==> src/common/rrs_pkg.sv <==
// Constants, register map and state type for the return/rotate/subtract execution unit
package rrs_pkg;
	localparam int          ADR_W        = 12;
	localparam int          DATA_AW      = 7;
	localparam int          DATA_REGS    = 128;
	localparam int          PC_W         = 11;
	localparam int          RETURN_CYCLES = 2;
	// Register byte addresses
	localparam logic [11:0] REG_CTRL     = 12'h000;
	localparam logic [11:0] REG_ACCUM    = 12'h004;
	localparam logic [11:0] REG_STATUS   = 12'h008;
	localparam logic [11:0] REG_PC       = 12'h00c;
	localparam logic [11:0] REG_TOS      = 12'h010;
	localparam logic [2:0]  DATA_BASE_HI = 3'h1;   // Data window 0x200..0x3fc
	// Command word fields
	localparam int          CTRL_OP_LSB  = 0;
	localparam int          CTRL_D_BIT   = 3;
	localparam int          CTRL_REG_LSB = 8;
	localparam int          CTRL_IMM_LSB = 16;
	// Status bits
	localparam int          ST_C         = 0;
	localparam int          ST_DIGIT     = 1;
	localparam int          ST_Z         = 2;
	localparam int          ST_BUSY      = 8;
	// Reset values
	localparam logic [7:0]  ACCUM_RST    = 8'h00;
	localparam logic [10:0] PC_RST       = 11'h000;
	// Command codes
	localparam logic [1:0]  OP_RETURN_FROM_CALL  = 2'h0;
	localparam logic [1:0]  OP_ROTATE_RIGHT      = 2'h1;
	localparam logic [1:0]  OP_SUB_BORROW_REG    = 2'h2;
	localparam logic [1:0]  OP_SUB_BORROW_IMM    = 2'h3;

	typedef enum logic [2:0] {
		ST_IDLE,
		ST_FETCH,
		ST_EXEC,
		ST_RETURN1,
		ST_RETURN2
	} rrs_state_t;
endpackage : rrs_pkg

==> src/hw/rrs_exec.sv <==
// Execution unit for return, rotate-right-through-carry and subtract-with-borrow
//
// The register addresses and register access over Wishbone are this design's own decisions.
`timescale 1ns/1ps
`default_nettype none
module rrs_exec
	import rrs_pkg::*;
(
	input  wire logic              clk_i,
	input  wire logic              rst_i,
	input  wire logic              wb_cyc_i,
	input  wire logic              wb_stb_i,
	input  wire logic              wb_we_i,
	input  wire logic [ADR_W-1:0]  wb_adr_i,
	input  wire logic [3:0]        wb_sel_i,
	input  wire logic [31:0]       wb_dat_i,
	output logic      [31:0]       wb_dat_o,
	output logic                   wb_ack_o
);
	// Address match, used for every register outside the data window
	function automatic logic hit(input logic [ADR_W-1:0] adr, input logic [ADR_W-1:0] off);
		hit = (adr == off);
	endfunction : hit

	rrs_state_t        state;
	rrs_state_t        next_state;
	logic              bus_wait;
	logic [7:0]        accumulator;
	logic              flag_c;
	logic              digit_carry_flag;
	logic              flag_z;
	logic [PC_W-1:0]   pc;
	logic [PC_W-1:0]   tos;
	logic [1:0]        op;
	logic              op_d;
	logic [DATA_AW-1:0] op_reg;
	logic [7:0]        op_imm;
	logic [7:0]        mem_rdata;

	// Bus decode
	wire        busy    = (state != ST_IDLE);
	wire        bus_go  = wb_cyc_i & wb_stb_i & ~wb_ack_o & ~bus_wait & ~busy;
	wire        bus_wr  = bus_wait & wb_cyc_i & wb_stb_i & wb_we_i & wb_sel_i[0];
	wire        is_data = (wb_adr_i[11:9] == DATA_BASE_HI) & (wb_adr_i[1:0] == 2'h0);
	wire        ctrl_wr = bus_wr & hit(wb_adr_i, REG_CTRL);
	wire [1:0]  new_op  = wb_dat_i[CTRL_OP_LSB +: 2];

	// Datapath
	wire        exec     = (state == ST_EXEC);
	wire        is_rot   = (op == OP_ROTATE_RIGHT);
	wire [7:0]  opnd     = (op == OP_SUB_BORROW_IMM) ? op_imm : mem_rdata;
	wire [8:0]  sum9     = {1'b0, opnd} + {1'b0, ~accumulator} + {8'h00, flag_c};
	wire [4:0]  sum5     = {1'b0, opnd[3:0]} + {1'b0, ~accumulator[3:0]} + {4'h0, flag_c};
	wire [7:0]  rot      = {flag_c, opnd[7:1]};
	wire [7:0]  res      = is_rot ? rot : sum9[7:0];
	wire        dest_accum = ~op_d | (op == OP_SUB_BORROW_IMM);
	wire        next_c     = is_rot ? opnd[0] : sum9[8];
	wire        next_nib   = sum5[4];
	wire        next_z   = (sum9[7:0] == 8'h00);

	// Single memory port: execution owns it while busy
	wire [DATA_AW-1:0] mem_addr  = busy ? op_reg : wb_adr_i[8:2];
	wire               mem_we    = (exec & ~dest_accum) | (bus_wr & is_data);
	wire [7:0]         mem_wdata = exec ? res : wb_dat_i[7:0];

	// Read mux
	wire [31:0] rd_mux =
		is_data                       ? {24'h000000, mem_rdata} :
		hit(wb_adr_i, REG_ACCUM)      ? {24'h000000, accumulator} :
		hit(wb_adr_i, REG_STATUS)     ? {23'h000000, busy, 5'h00, flag_z, digit_carry_flag, flag_c} :
		hit(wb_adr_i, REG_PC)         ? {21'h000000, pc} :
		hit(wb_adr_i, REG_TOS)        ? {21'h000000, tos} :
		hit(wb_adr_i, REG_CTRL)       ? {8'h00, op_imm, 1'b0, op_reg, 4'h0, op_d, 1'b0, op} :
		32'h00000000;

	rrs_regmem u_mem (
		.clk_i   (clk_i),
		.we_i    (mem_we),
		.addr_i  (mem_addr),
		.wdata_i (mem_wdata),
		.rdata_o (mem_rdata)
	);

	// Sequencer
	always_comb begin
		next_state = state;
		case (state)
			ST_IDLE: begin
				if (ctrl_wr) begin
					case (new_op)
						OP_RETURN_FROM_CALL: next_state = ST_RETURN1;
						OP_SUB_BORROW_IMM:   next_state = ST_EXEC;
						default:             next_state = ST_FETCH;
					endcase
				end
			end
			ST_FETCH: next_state = ST_EXEC;
			ST_EXEC:  next_state = ST_IDLE;
			ST_RETURN1: next_state = ST_RETURN2;
			ST_RETURN2: next_state = ST_IDLE;
			default:  next_state = ST_IDLE;
		endcase
	end

	// State and bus handshake
	always_ff @(posedge clk_i) begin
		if (rst_i) begin
			state    <= ST_IDLE;
			bus_wait <= 1'b0;
			wb_ack_o <= 1'b0;
			wb_dat_o <= 32'h00000000;
		end else begin
			state    <= next_state;
			bus_wait <= bus_go;
			wb_ack_o <= bus_wait;
			if (bus_wait) begin
				wb_dat_o <= rd_mux;
			end
		end
	end

	// Latched command
	always_ff @(posedge clk_i) begin
		if (rst_i) begin
			op     <= OP_RETURN_FROM_CALL;
			op_d   <= 1'b0;
			op_reg <= '0;
			op_imm <= 8'h00;
		end else if (ctrl_wr) begin
			op     <= new_op;
			op_d   <= wb_dat_i[CTRL_D_BIT];
			op_reg <= wb_sel_i[1] ? wb_dat_i[CTRL_REG_LSB +: DATA_AW] : '0;
			op_imm <= wb_sel_i[2] ? wb_dat_i[CTRL_IMM_LSB +: 8] : 8'h00;
		end
	end

	// Accumulator
	always_ff @(posedge clk_i) begin
		if (rst_i) begin
			accumulator <= ACCUM_RST;
		end else if (exec & dest_accum) begin
			accumulator <= res;
		end else if (bus_wr & hit(wb_adr_i, REG_ACCUM)) begin
			accumulator <= wb_dat_i[7:0];
		end
	end

	// Flags: rotate touches carry only
	always_ff @(posedge clk_i) begin
		if (rst_i) begin
			flag_c           <= 1'b0;
			digit_carry_flag <= 1'b0;
			flag_z           <= 1'b0;
		end else if (exec) begin
			flag_c <= next_c;
			if (!is_rot) begin
				digit_carry_flag <= next_nib;
				flag_z           <= next_z;
			end
		end else if (bus_wr & hit(wb_adr_i, REG_STATUS)) begin
			flag_c           <= wb_dat_i[ST_C];
			digit_carry_flag <= wb_dat_i[ST_DIGIT];
			flag_z           <= wb_dat_i[ST_Z];
		end
	end

	// Program counter and stack top
	always_ff @(posedge clk_i) begin
		if (rst_i) begin
			pc  <= PC_RST;
			tos <= PC_RST;
		end else begin
			if (state == ST_RETURN2) begin
				pc <= tos;
			end else if (bus_wr & hit(wb_adr_i, REG_PC)) begin
				pc <= wb_dat_i[PC_W-1:0];
			end
			if (bus_wr & hit(wb_adr_i, REG_TOS)) begin
				tos <= wb_dat_i[PC_W-1:0];
			end
		end
	end
endmodule : rrs_exec
`default_nettype wire

==> src/hw/rrs_regmem.sv <==
// Data register file, 128 bytes, one port with registered read data
`timescale 1ns/1ps
`default_nettype none
module rrs_regmem
	import rrs_pkg::*;
(
	input  wire logic               clk_i,
	input  wire logic               we_i,
	input  wire logic [DATA_AW-1:0] addr_i,
	input  wire logic [7:0]         wdata_i,
	output logic      [7:0]         rdata_o
);
	logic [7:0] mem [DATA_REGS];

	// Write first-less port: read shows the old contents
	always_ff @(posedge clk_i) begin
		if (we_i) begin
			mem[addr_i] <= wdata_i;
		end
		rdata_o <= mem[addr_i];
	end
endmodule : rrs_regmem
`default_nettype wire

==> config.mk <==
export PLATFORM = sky130hd
export DESIGN_NAME = rrs_exec
export DESIGN_NICKNAME = d
export VERILOG_FILES = /design/src/common/rrs_pkg.sv /design/src/hw/rrs_exec.sv /design/src/hw/rrs_regmem.sv
export SDC_FILE = /design/constraint.sdc
export NUM_CORES = 1
export LEC_CHECK = 0
export BUFFER_PORTS_ARGS = -buffer_cell sky130_fd_sc_hd__buf_2
export CORE_ASPECT_RATIO = 1.2
export CORE_MARGIN = 2
export CORE_UTILIZATION = 34
export DETAILED_ROUTE_END_ITERATION = 12
export PLACE_DENSITY = 0.49
export SYNTH_ARGS = -nofsm -noshare
export SYNTH_HDL_FRONTEND = slang
export SYNTH_HIERARCHICAL = 1
export SYNTH_SLANG_ARGS = --single-unit
==> constraint.sdc <==
create_clock -name clk_i -period 11.25 [get_ports clk_i]
set_input_delay 2.25 -clock clk_i [delete_from_list [all_inputs] [get_ports clk_i]]
set_output_delay 2.25 -clock clk_i [all_outputs]
set_load 0.01 [all_outputs]
==> results of run 1 <==
[synth_stat cells (11+ instances only)]
| cell type | n | area, sq um |
|---|---|---|
| sky130_fd_sc_hd__dfxtp_1 | 87 | 1740 |
| sky130_fd_sc_hd__a22o_1 | 54 | 473 |
| sky130_fd_sc_hd__mux2_2 | 74 | 833 |
| sky130_fd_sc_hd__buf_4 | 20 | 150 |
| sky130_fd_sc_hd__nand2b_1 | 12 | 75.1 |
| sky130_fd_sc_hd__nor2_1 | 294 | 1100 |
| sky130_fd_sc_hd__o22ai_1 | 25 | 156 |
| sky130_fd_sc_hd__nand3_1 | 37 | 185 |
| sky130_fd_sc_hd__mux4_2 | 11 | 248 |
| sky130_fd_sc_hd__nand2_1 | 157 | 589 |
| sky130_fd_sc_hd__o221ai_1 | 17 | 149 |
| sky130_fd_sc_hd__buf_6 | 23 | 259 |
| sky130_fd_sc_hd__buf_1 | 11 | 41.3 |
| sky130_fd_sc_hd__nor2b_1 | 18 | 113 |
| sky130_fd_sc_hd__a22oi_1 | 74 | 556 |
| sky130_fd_sc_hd__a211oi_1 | 34 | 255 |
| sky130_fd_sc_hd__edfxtp_1 | 1024 | 30700 |
| sky130_fd_sc_hd__mux2i_1 | 90 | 901 |
| sky130_fd_sc_hd__o22a_1 | 11 | 96.3 |
| sky130_fd_sc_hd__a221o_1 | 22 | 220 |
| sky130_fd_sc_hd__o21ai_0 | 105 | 526 |
| sky130_fd_sc_hd__nor3_1 | 24 | 120 |
| sky130_fd_sc_hd__a21oi_1 | 159 | 796 |
| sky130_fd_sc_hd__o211ai_1 | 11 | 82.6 |
| sky130_fd_sc_hd__inv_1 | 15 | 56.3 |
| sky130_fd_sc_hd__clkbuf_1 | 90 | 338 |
| sky130_fd_sc_hd__a221oi_1 | 222 | 1940 |
| sky130_fd_sc_hd__buf_2 | 87 | 435 |
[power groups by stage]
stage	clock, W	sequential (W)	combinational, W
2_1_floorplan	0	0.00462	0.000325
3_3_place_gp	0	0.00461	0.000552
3_5_place_dp	0	0.00461	0.000558
4_1_cts	0.00371	0.00452	0.000560
5_1_grt	0.00386	0.00452	0.000590
6_report	0.00365	0.00452	0.000563
[logic make-up after synthesis]
| logic type | after synthesis |
|---|---|
| buffers and inverters | 246 |
| AO/OA/AOI/OAI | 810 |
| flip-flops | 1111 |
| other | 1 |
| adder cells (fa/ha/maj) | 10 |
| AND/OR/NAND/NOR | 596 |
| XOR/XNOR | 5 |
| multiplexers | 180 |
[area by class of cell]
class	instances	area, sq um
Fill cell	11934	80000
Sequential cell	1111	32500
Multi-Input combinational cell	1610	11000
Clock buffer	145	3020
Tap cell	1690	2110
Timing Repair Buffer	135	886
Clock inverter	57	520
Inverter	15	58.8
[final timing paths]
path | from | to | slack, ns | cells after the start
worst max-delay path | wb_adr_i[3] | u_mem/mem[70][3] | 4.83 | 6
worst min-delay path | wb_ack_o | bus_wait | 0.44 | 1
worst max register to register | state[2] | u_mem/mem[70][3] | 5.55 | 7
worst min register to register | wb_ack_o | bus_wait | 0.44 | 1
[per-stage QoR]
stage | cells | hold WS, ns | total power [W]
after floorplan | 2967 | 0.442 | 0.00495
after global placement | 4561 | 0.403 | 0.00516
after detailed placement | 4561 | 0.432 | 0.00517
after CTS | 4763 | 0.441 | 0.00879
after global routing | 4763 | 0.445 | 0.00897
final | 4763 | 0.440 | 0.00874
[per-layer routing]
| layer | vias up | part of all wire, % | global-route usage [%] |
|---|---|---|---|
| met3 | 236 | 6.9 | 3.06 |
| li1 | 11860 | - | - |
| met5 | - | 0 | 0 |
| met2 | 1210 | 50 | 35.4 |
| met4 | 0 | 3.6 | 7.95 |
| met1 | 14466 | 40 | 26.3 |
==> qor.yml, run 1 <==
status:
  status: "complete, no violations"
timing:
  setup_repair_after_global_routing_missed_its_margin: "false"
  maxClockFrequency_mhz: 156
  setup_total_negative_slack_ns: 0
  period_minus_slack_ns: 6.42
  finalCritPeriodShare_pct: 57.0
  layout_setup_ws_ns: 4.83
  relSlewSlack_pct: 17.9
  finalClockSkew_ns: 0.0259
  timing.final.max_slew_violations: 0
  finalHoldViolCount: 0
  finalSetupViolations: 0
  worst-slew-pin-transition_ns: 1.23
floorplan:
  io-pin-count: 86
  effective_utilization_at_floorplan_pct: 34.3
  floorplan.die.height_um: 401
  num_rows: 145
  die-width_um: 334
  fp.dieArea_sq_um: 134000
  core_area_sq_um: 130000
clock_network:
  cts.sinks: 1111
  buffers_inserted_by_post_cts_timing_repair: 0
  clock_tree.buffer_depth: 3
  cts-root-buf: "sky130_fd_sc_hd__clkbuf_16"
  cts_htree_levels: 3
  clkSlewWorstSetupHoldPaths_ns: 0.06
  cts_tree: "done"
  cts_made_buffers: 110
  clk_latency_ns: 0.73
  post_cts_hold_buffer_count: 0
  cts_repair_resize_count: 0
placement:
  preCtsSetupSlack_ns: 4.13
  placed_cell_area_sq_um: 46600
  placement.io_buffers: 66
  gp_congestion: 0.868
  post-dp-hpwl_mm: 84.4
yosys:
  synthAdderAreaFrac_pct: 0.315
  synth_compound_gate_area_share_pct: 13.4
  synth_top_family_by_area: "compound AO/OA/AOI/OAI gates"
  synthMuxAreaShare_pct: 4.58
  yosys_warnings: 6
  seq_area_frac_synth_pct: 72.9
  mappedNetlistArea_sq_um: 44600
  postSynth.topFlopCell: "sky130_fd_sc_hd__edfxtp_1"
  synth-edff-count: 1024
  async_flop_share_pct: 0
  synth_xor_xnor_area_share_pct: 0.0983
  synth.distinct_cells: 83
  yosys.area_share.simple_pct: 5.85
  average_size_of_a_mapped_cell_sq_um: 15.1
  syn-instance-count: 2959
  synth.ff_latch_count: 1111
grt:
  grt_start_max_net_pins: 104
  global_route.usage.total_pct: 20.7
  grt_pass1_wl_mm: 201
  antenna_found_initial: 2
  grt.overflow.total: 0
  grt_pass1_vias: 27495
critical_path:
  critPathLaunchType: "input port"
  endpoint_kind_of_the_worst_setup_timing_path: "flop"
  crit_type: "in2reg"
  worstPathCellList: "buf_2, mux2_8, buf_4, nor2b_4, nand3_2, nor2_1"
  slowest_stage_delay_on_critical_path_ns: 1.15
  critPathBufInv: 2
  cp_data_required_time_ns: 11.58
  critPathTopFamily: "simple AND/OR/NAND/NOR gates"
  critPathSlowestCell: "sky130_fd_sc_hd__nor2_1"
  timing.critical_path.arrival_ns: 6.75
  worst-path-max-fanout: 76
finish:
  leading_cell_type_in_the_layout_fill_and_taps_excluded: "sky130_fd_sc_hd__edfxtp_1"
  num_antenna_cells: 0
  layout_common_cells: "1,024 x sky130_fd_sc_hd__edfxtp_1, 293 x sky130_fd_sc_hd__nor2_1, 222 x sky130_fd_sc_hd__a221oi_1"
  largest_reg_flops: 1024
  largestRegisters: "u_mem/mem x1024, wb_dat_o x23"
  largest_register: "u_mem/mem"
  areaGrowthSynthToFinish_pct: 12.5
  finish.utilization_pct: 38.5
  finalInstanceArea_sq_um: 50100
  layout.nets: 3046
  share_of_cells_above_drive_strength_1_pct: 13.9
detailed_routing:
  wirelength_mm: 142
  post_detailed_route_via_to_cell_ratio: 5.83
  first_pass_iters: 5
  drc: 0
  route.antenna.remaining_nets: 0
  route.vias.total: 27772
  drt-initial-drc-count: 2945
  wl_per_cell_um: 29.8
pwr:
  power.static_leakage_nw: 15.7
  combinationalPowerShare_pct: 6.4
  p_sw_w: 0.00199
  internal_portion_of_total_power_w: 0.00675
  power_density_nw_per_um2: 174
  power_switching_share_pct: 22.8
  vdd_drop_max_uv: 121
  p_seq_share_pct: 51.8
  power.share.clock_pct: 41.8
worst_hold_path:
  hold_class: "reg2reg"
run:
  drv_cap: 0
(Power assumes the default switching activity.)
==> run 2, diff against run 1 <==
--- a/config.mk
+++ b/config.mk
@@ -5,12 +5,13 @@
 export SDC_FILE = /design/constraint.sdc
 export NUM_CORES = 1
 export LEC_CHECK = 0
+export ABC_AREA = 1
 export BUFFER_PORTS_ARGS = -buffer_cell sky130_fd_sc_hd__buf_2
 export CORE_ASPECT_RATIO = 1.2
 export CORE_MARGIN = 2
 export CORE_UTILIZATION = 34
 export DETAILED_ROUTE_END_ITERATION = 12
-export PLACE_DENSITY = 0.49
+export PLACE_DENSITY = 0.51
 export SYNTH_ARGS = -nofsm -noshare
 export SYNTH_HDL_FRONTEND = slang
 export SYNTH_HIERARCHICAL = 1
==> constraint.sdc (replaced) <==
create_clock -name clk_i -period 5.8 [get_ports clk_i]
set_input_delay 1.16 -clock clk_i [delete_from_list [all_inputs] [get_ports clk_i]]
set_output_delay 1.16 -clock clk_i [all_outputs]
set_load 0.01 [all_outputs]
==> run 2 against run 1 <==
Final area up 9.6%. Hold slack worse by 0.0049 ns. Setup slack worse by 3.6 ns. Final cell count up 49%. Core utilization up 0.28 points. Count of clock-buffer cells in the layout down 7. Die area up 8.8%. Flip-flop and latch count unchanged. Synthesized cell count up 72%. Critical path type is now reg2reg. Power up 96%. First-iteration DRC count down 11%. Wire length down 6.0%.
==> qor.yml, run 2 <==
clock_network:
  cts-root-buf: "sky130_fd_sc_hd__clkbuf_16"
  post_cts_hold_buffer_count: 0
  clk_latency_ns: 0.74
  cts_tree: "done"
  cts.sinks: 1111
  cts_repair_resize_count: 0
  clock_tree.buffer_depth: 3
  cts_made_buffers: 110
  cts_htree_levels: 3
  buffers_inserted_by_post_cts_timing_repair: 0
  clkSlewWorstSetupHoldPaths_ns: 0.06
floorplan:
  io-pin-count: 86
  die-width_um: 349
  effective_utilization_at_floorplan_pct: 34.3
  num_rows: 151
  core_area_sq_um: 142000
  fp.dieArea_sq_um: 146000
  floorplan.die.height_um: 418
detailed_routing:
  route.vias.total: 33617
  drc: 0
  wirelength_mm: 133
  route.antenna.remaining_nets: 0
  post_detailed_route_via_to_cell_ratio: 4.74
  drt-initial-drc-count: 2617
  wl_per_cell_um: 18.8
  first_pass_iters: 5
grt:
  grt_pass1_vias: 32263
  grt_pass1_wl_mm: 201
  grt_start_max_net_pins: 152
  global_route.usage.total_pct: 18.2
  globalRoute.busiestLayer: "met2"
  antenna_found_initial: 2
  grt.overflow.total: 0
  grtUsageMet2_pct: 31.5
  groute.layer.met1.usage_pct: 23.4
  use_met3_pct: 2.13
yosys:
  synth.ff_latch_count: 1111
  mappedNetlistArea_sq_um: 48500
  cell_types_with_the_largest_area_share_after_synthesis: "sky130_fd_sc_hd__edfxtp_1 63%, sky130_fd_sc_hd__nand2_1 23%, sky130_fd_sc_hd__dfxtp_1 3.6%"
  async_flop_share_pct: 0
  postSynth.topFlopCell: "sky130_fd_sc_hd__edfxtp_1"
  syn-instance-count: 5081
  synth.distinct_cells: 51
  seq_area_frac_synth_pct: 66.9
  area_share_of_the_largest_cell_type_after_synthesis_pct: 63.3
  netlist.top_cell.by_area: "sky130_fd_sc_hd__edfxtp_1"
  synth.cells.most_frequent: "2,932 x sky130_fd_sc_hd__nand2_1, 1,024 x sky130_fd_sc_hd__edfxtp_1, 276 x sky130_fd_sc_hd__nor2_1"
  yosys_warnings: 6
  yosys.cell_count.top_type: "sky130_fd_sc_hd__nand2_1"
  synth-edff-count: 1024
  average_size_of_a_mapped_cell_sq_um: 9.55
timing:
  finalHoldViolCount: 0
  relSlewSlack_pct: 14.7
  period_minus_slack_ns: 4.54
  finalClockSkew_ns: 0.0430
  worst-slew-pin-transition_ns: 1.28
  finalSetupViolations: 0
  setup_total_negative_slack_ns: 0
  timing.final.max_slew_violations: 0
  setup_repair_after_global_routing_missed_its_margin: "false"
  finalCritPeriodShare_pct: 78.3
  maxClockFrequency_mhz: 220
finish:
  largest_reg_flops: 1024
  leading_cell_type_in_the_layout_fill_and_taps_excluded: "sky130_fd_sc_hd__nand2_1"
  largest_register: "u_mem/mem"
  largestRegisters: "u_mem/mem x1024, wb_dat_o x23"
  layout_common_cells: "2,930 x sky130_fd_sc_hd__nand2_1, 1,024 x sky130_fd_sc_hd__edfxtp_1, 274 x sky130_fd_sc_hd__nor2_1"
  finish.utilization_pct: 38.8
  areaGrowthSynthToFinish_pct: 13.1
  layout.nets: 5221
  share_of_cells_above_drive_strength_1_pct: 8.00
  multi_input_comb_area_sq_um: 14200
  register_area_sq_um: 32500
  fillerInstances: 13995
critical_path:
  crit_type: "reg2reg"
  cp_data_required_time_ns: 6.14
  timing.critical_path.arrival_ns: 4.88
  endpoint_kind_of_the_worst_setup_timing_path: "flop"
  critPathLaunchType: "flop"
  worst-path-max-fanout: 148
pwr:
  p_sw_w: 0.00397
  p_seq_share_pct: 51.2
  power_switching_share_pct: 23.2
  vdd_drop_max_uv: 288
  power.share.clock_pct: 42.1
  power.static_leakage_nw: 22.8
  internal_portion_of_total_power_w: 0.0131
  combinationalPowerShare_pct: 6.7
  power_density_nw_per_um2: 312
worst_hold_path:
  hold_class: "reg2reg"
placement:
  placement.io_buffers: 66
  post-dp-hpwl_mm: 77.7
  gp_congestion: 0.860
run:
  drv_cap: 0
status:
  status: "complete, no violations"
## run 2: critical path, stage by stage, from the launching register on
cell and delay [ns]:
sky130_fd_sc_hd__dfxtp_1 0.38, sky130_fd_sc_hd__nor2_2 0.35, sky130_fd_sc_hd__nand2_1 0.41, sky130_fd_sc_hd__buf_4 0.32
sky130_fd_sc_hd__o21ai_4 0.57, sky130_fd_sc_hd__inv_16 0.29, sky130_fd_sc_hd__nor2_1 0.30, sky130_fd_sc_hd__nand2_1 0.33
sky130_fd_sc_hd__buf_12 0.29, sky130_fd_sc_hd__nor2_1 0.66
## run 2: kinds of logic (layout without fill, tap and decap cells)
kind of cell,Yosys count,count (layout),synth area share (%)
xor gates and xnor gates,1,1,0.0180
adders and majority gates,10,10,0.289
AOI/OAI and AO/OA,186,186,2.08
other,1,10,0.00773
DFF,1111,1111,66.9
and+or+nand+nor,3355,3355,26.6
buffers and inverters,417,577,4.03
## run 2: worst paths after layout
kind | start | to | slack (ns) | depth (start not counted)
hold reg to reg | wb_ack_o | bus_wait | 0.43 | 1
setup reg to reg | state[1] | u_mem/mem[1][1] | 1.26 | 9
hold / removal | wb_ack_o | bus_wait | 0.43 | 1
setup / recovery | state[1] | u_mem/mem[1][1] | 1.26 | 9
## run 2: metrics by stage
stage | setup slack, ns | hold WS, ns | std cells | instance area [sq um] | total power, W
floorplan | 0.540 | 0.425 | 5089 | 48600 | 0.00967
global placement | 1.33 | 0.437 | 6882 | 51300 | 0.0101
detailed placement | 1.29 | 0.436 | 6882 | 51300 | 0.0101
CTS | 1.32 | 0.446 | 7085 | 54900 | 0.0173
global route | 0.982 | 0.459 | 7085 | 54900 | 0.0177
finish | 1.26 | 0.435 | 7086 | 54900 | 0.0171
## run 2: layout make-up
class	instances	area share [%]
Multi-Input combinational cell	3561	25.9
Clock inverter	65	1.25
Antenna cell	1	0.00456
Tap cell	1836	4.18
Inverter	167	1.19
Sequential cell	1111	59.2
Clock buffer	138	5.35
Timing Repair Buffer	207	2.92
## run 2: layer usage
layer / routed length, um / part of all wire (%) / up-vias
met5: 7 / 0.0053 / -
met4: 4030 / 3.0 / 2
met3: 5690 / 4.3 / 187
met2: 65800 / 49 / 733
met1: 57700 / 43 / 16163
li1: - / - / 16532
## run 2: power groups by stage
stage | Sequential, W | Clock, W | Combinational [W]
floorplan | 0.00894 | 0 | 0.000731
global placement | 0.00893 | 0 | 0.00115
detailed placement | 0.00893 | 0 | 0.00115
CTS | 0.00876 | 0.00739 | 0.00116
global route | 0.00876 | 0.00768 | 0.00128
finish | 0.00876 | 0.00722 | 0.00114
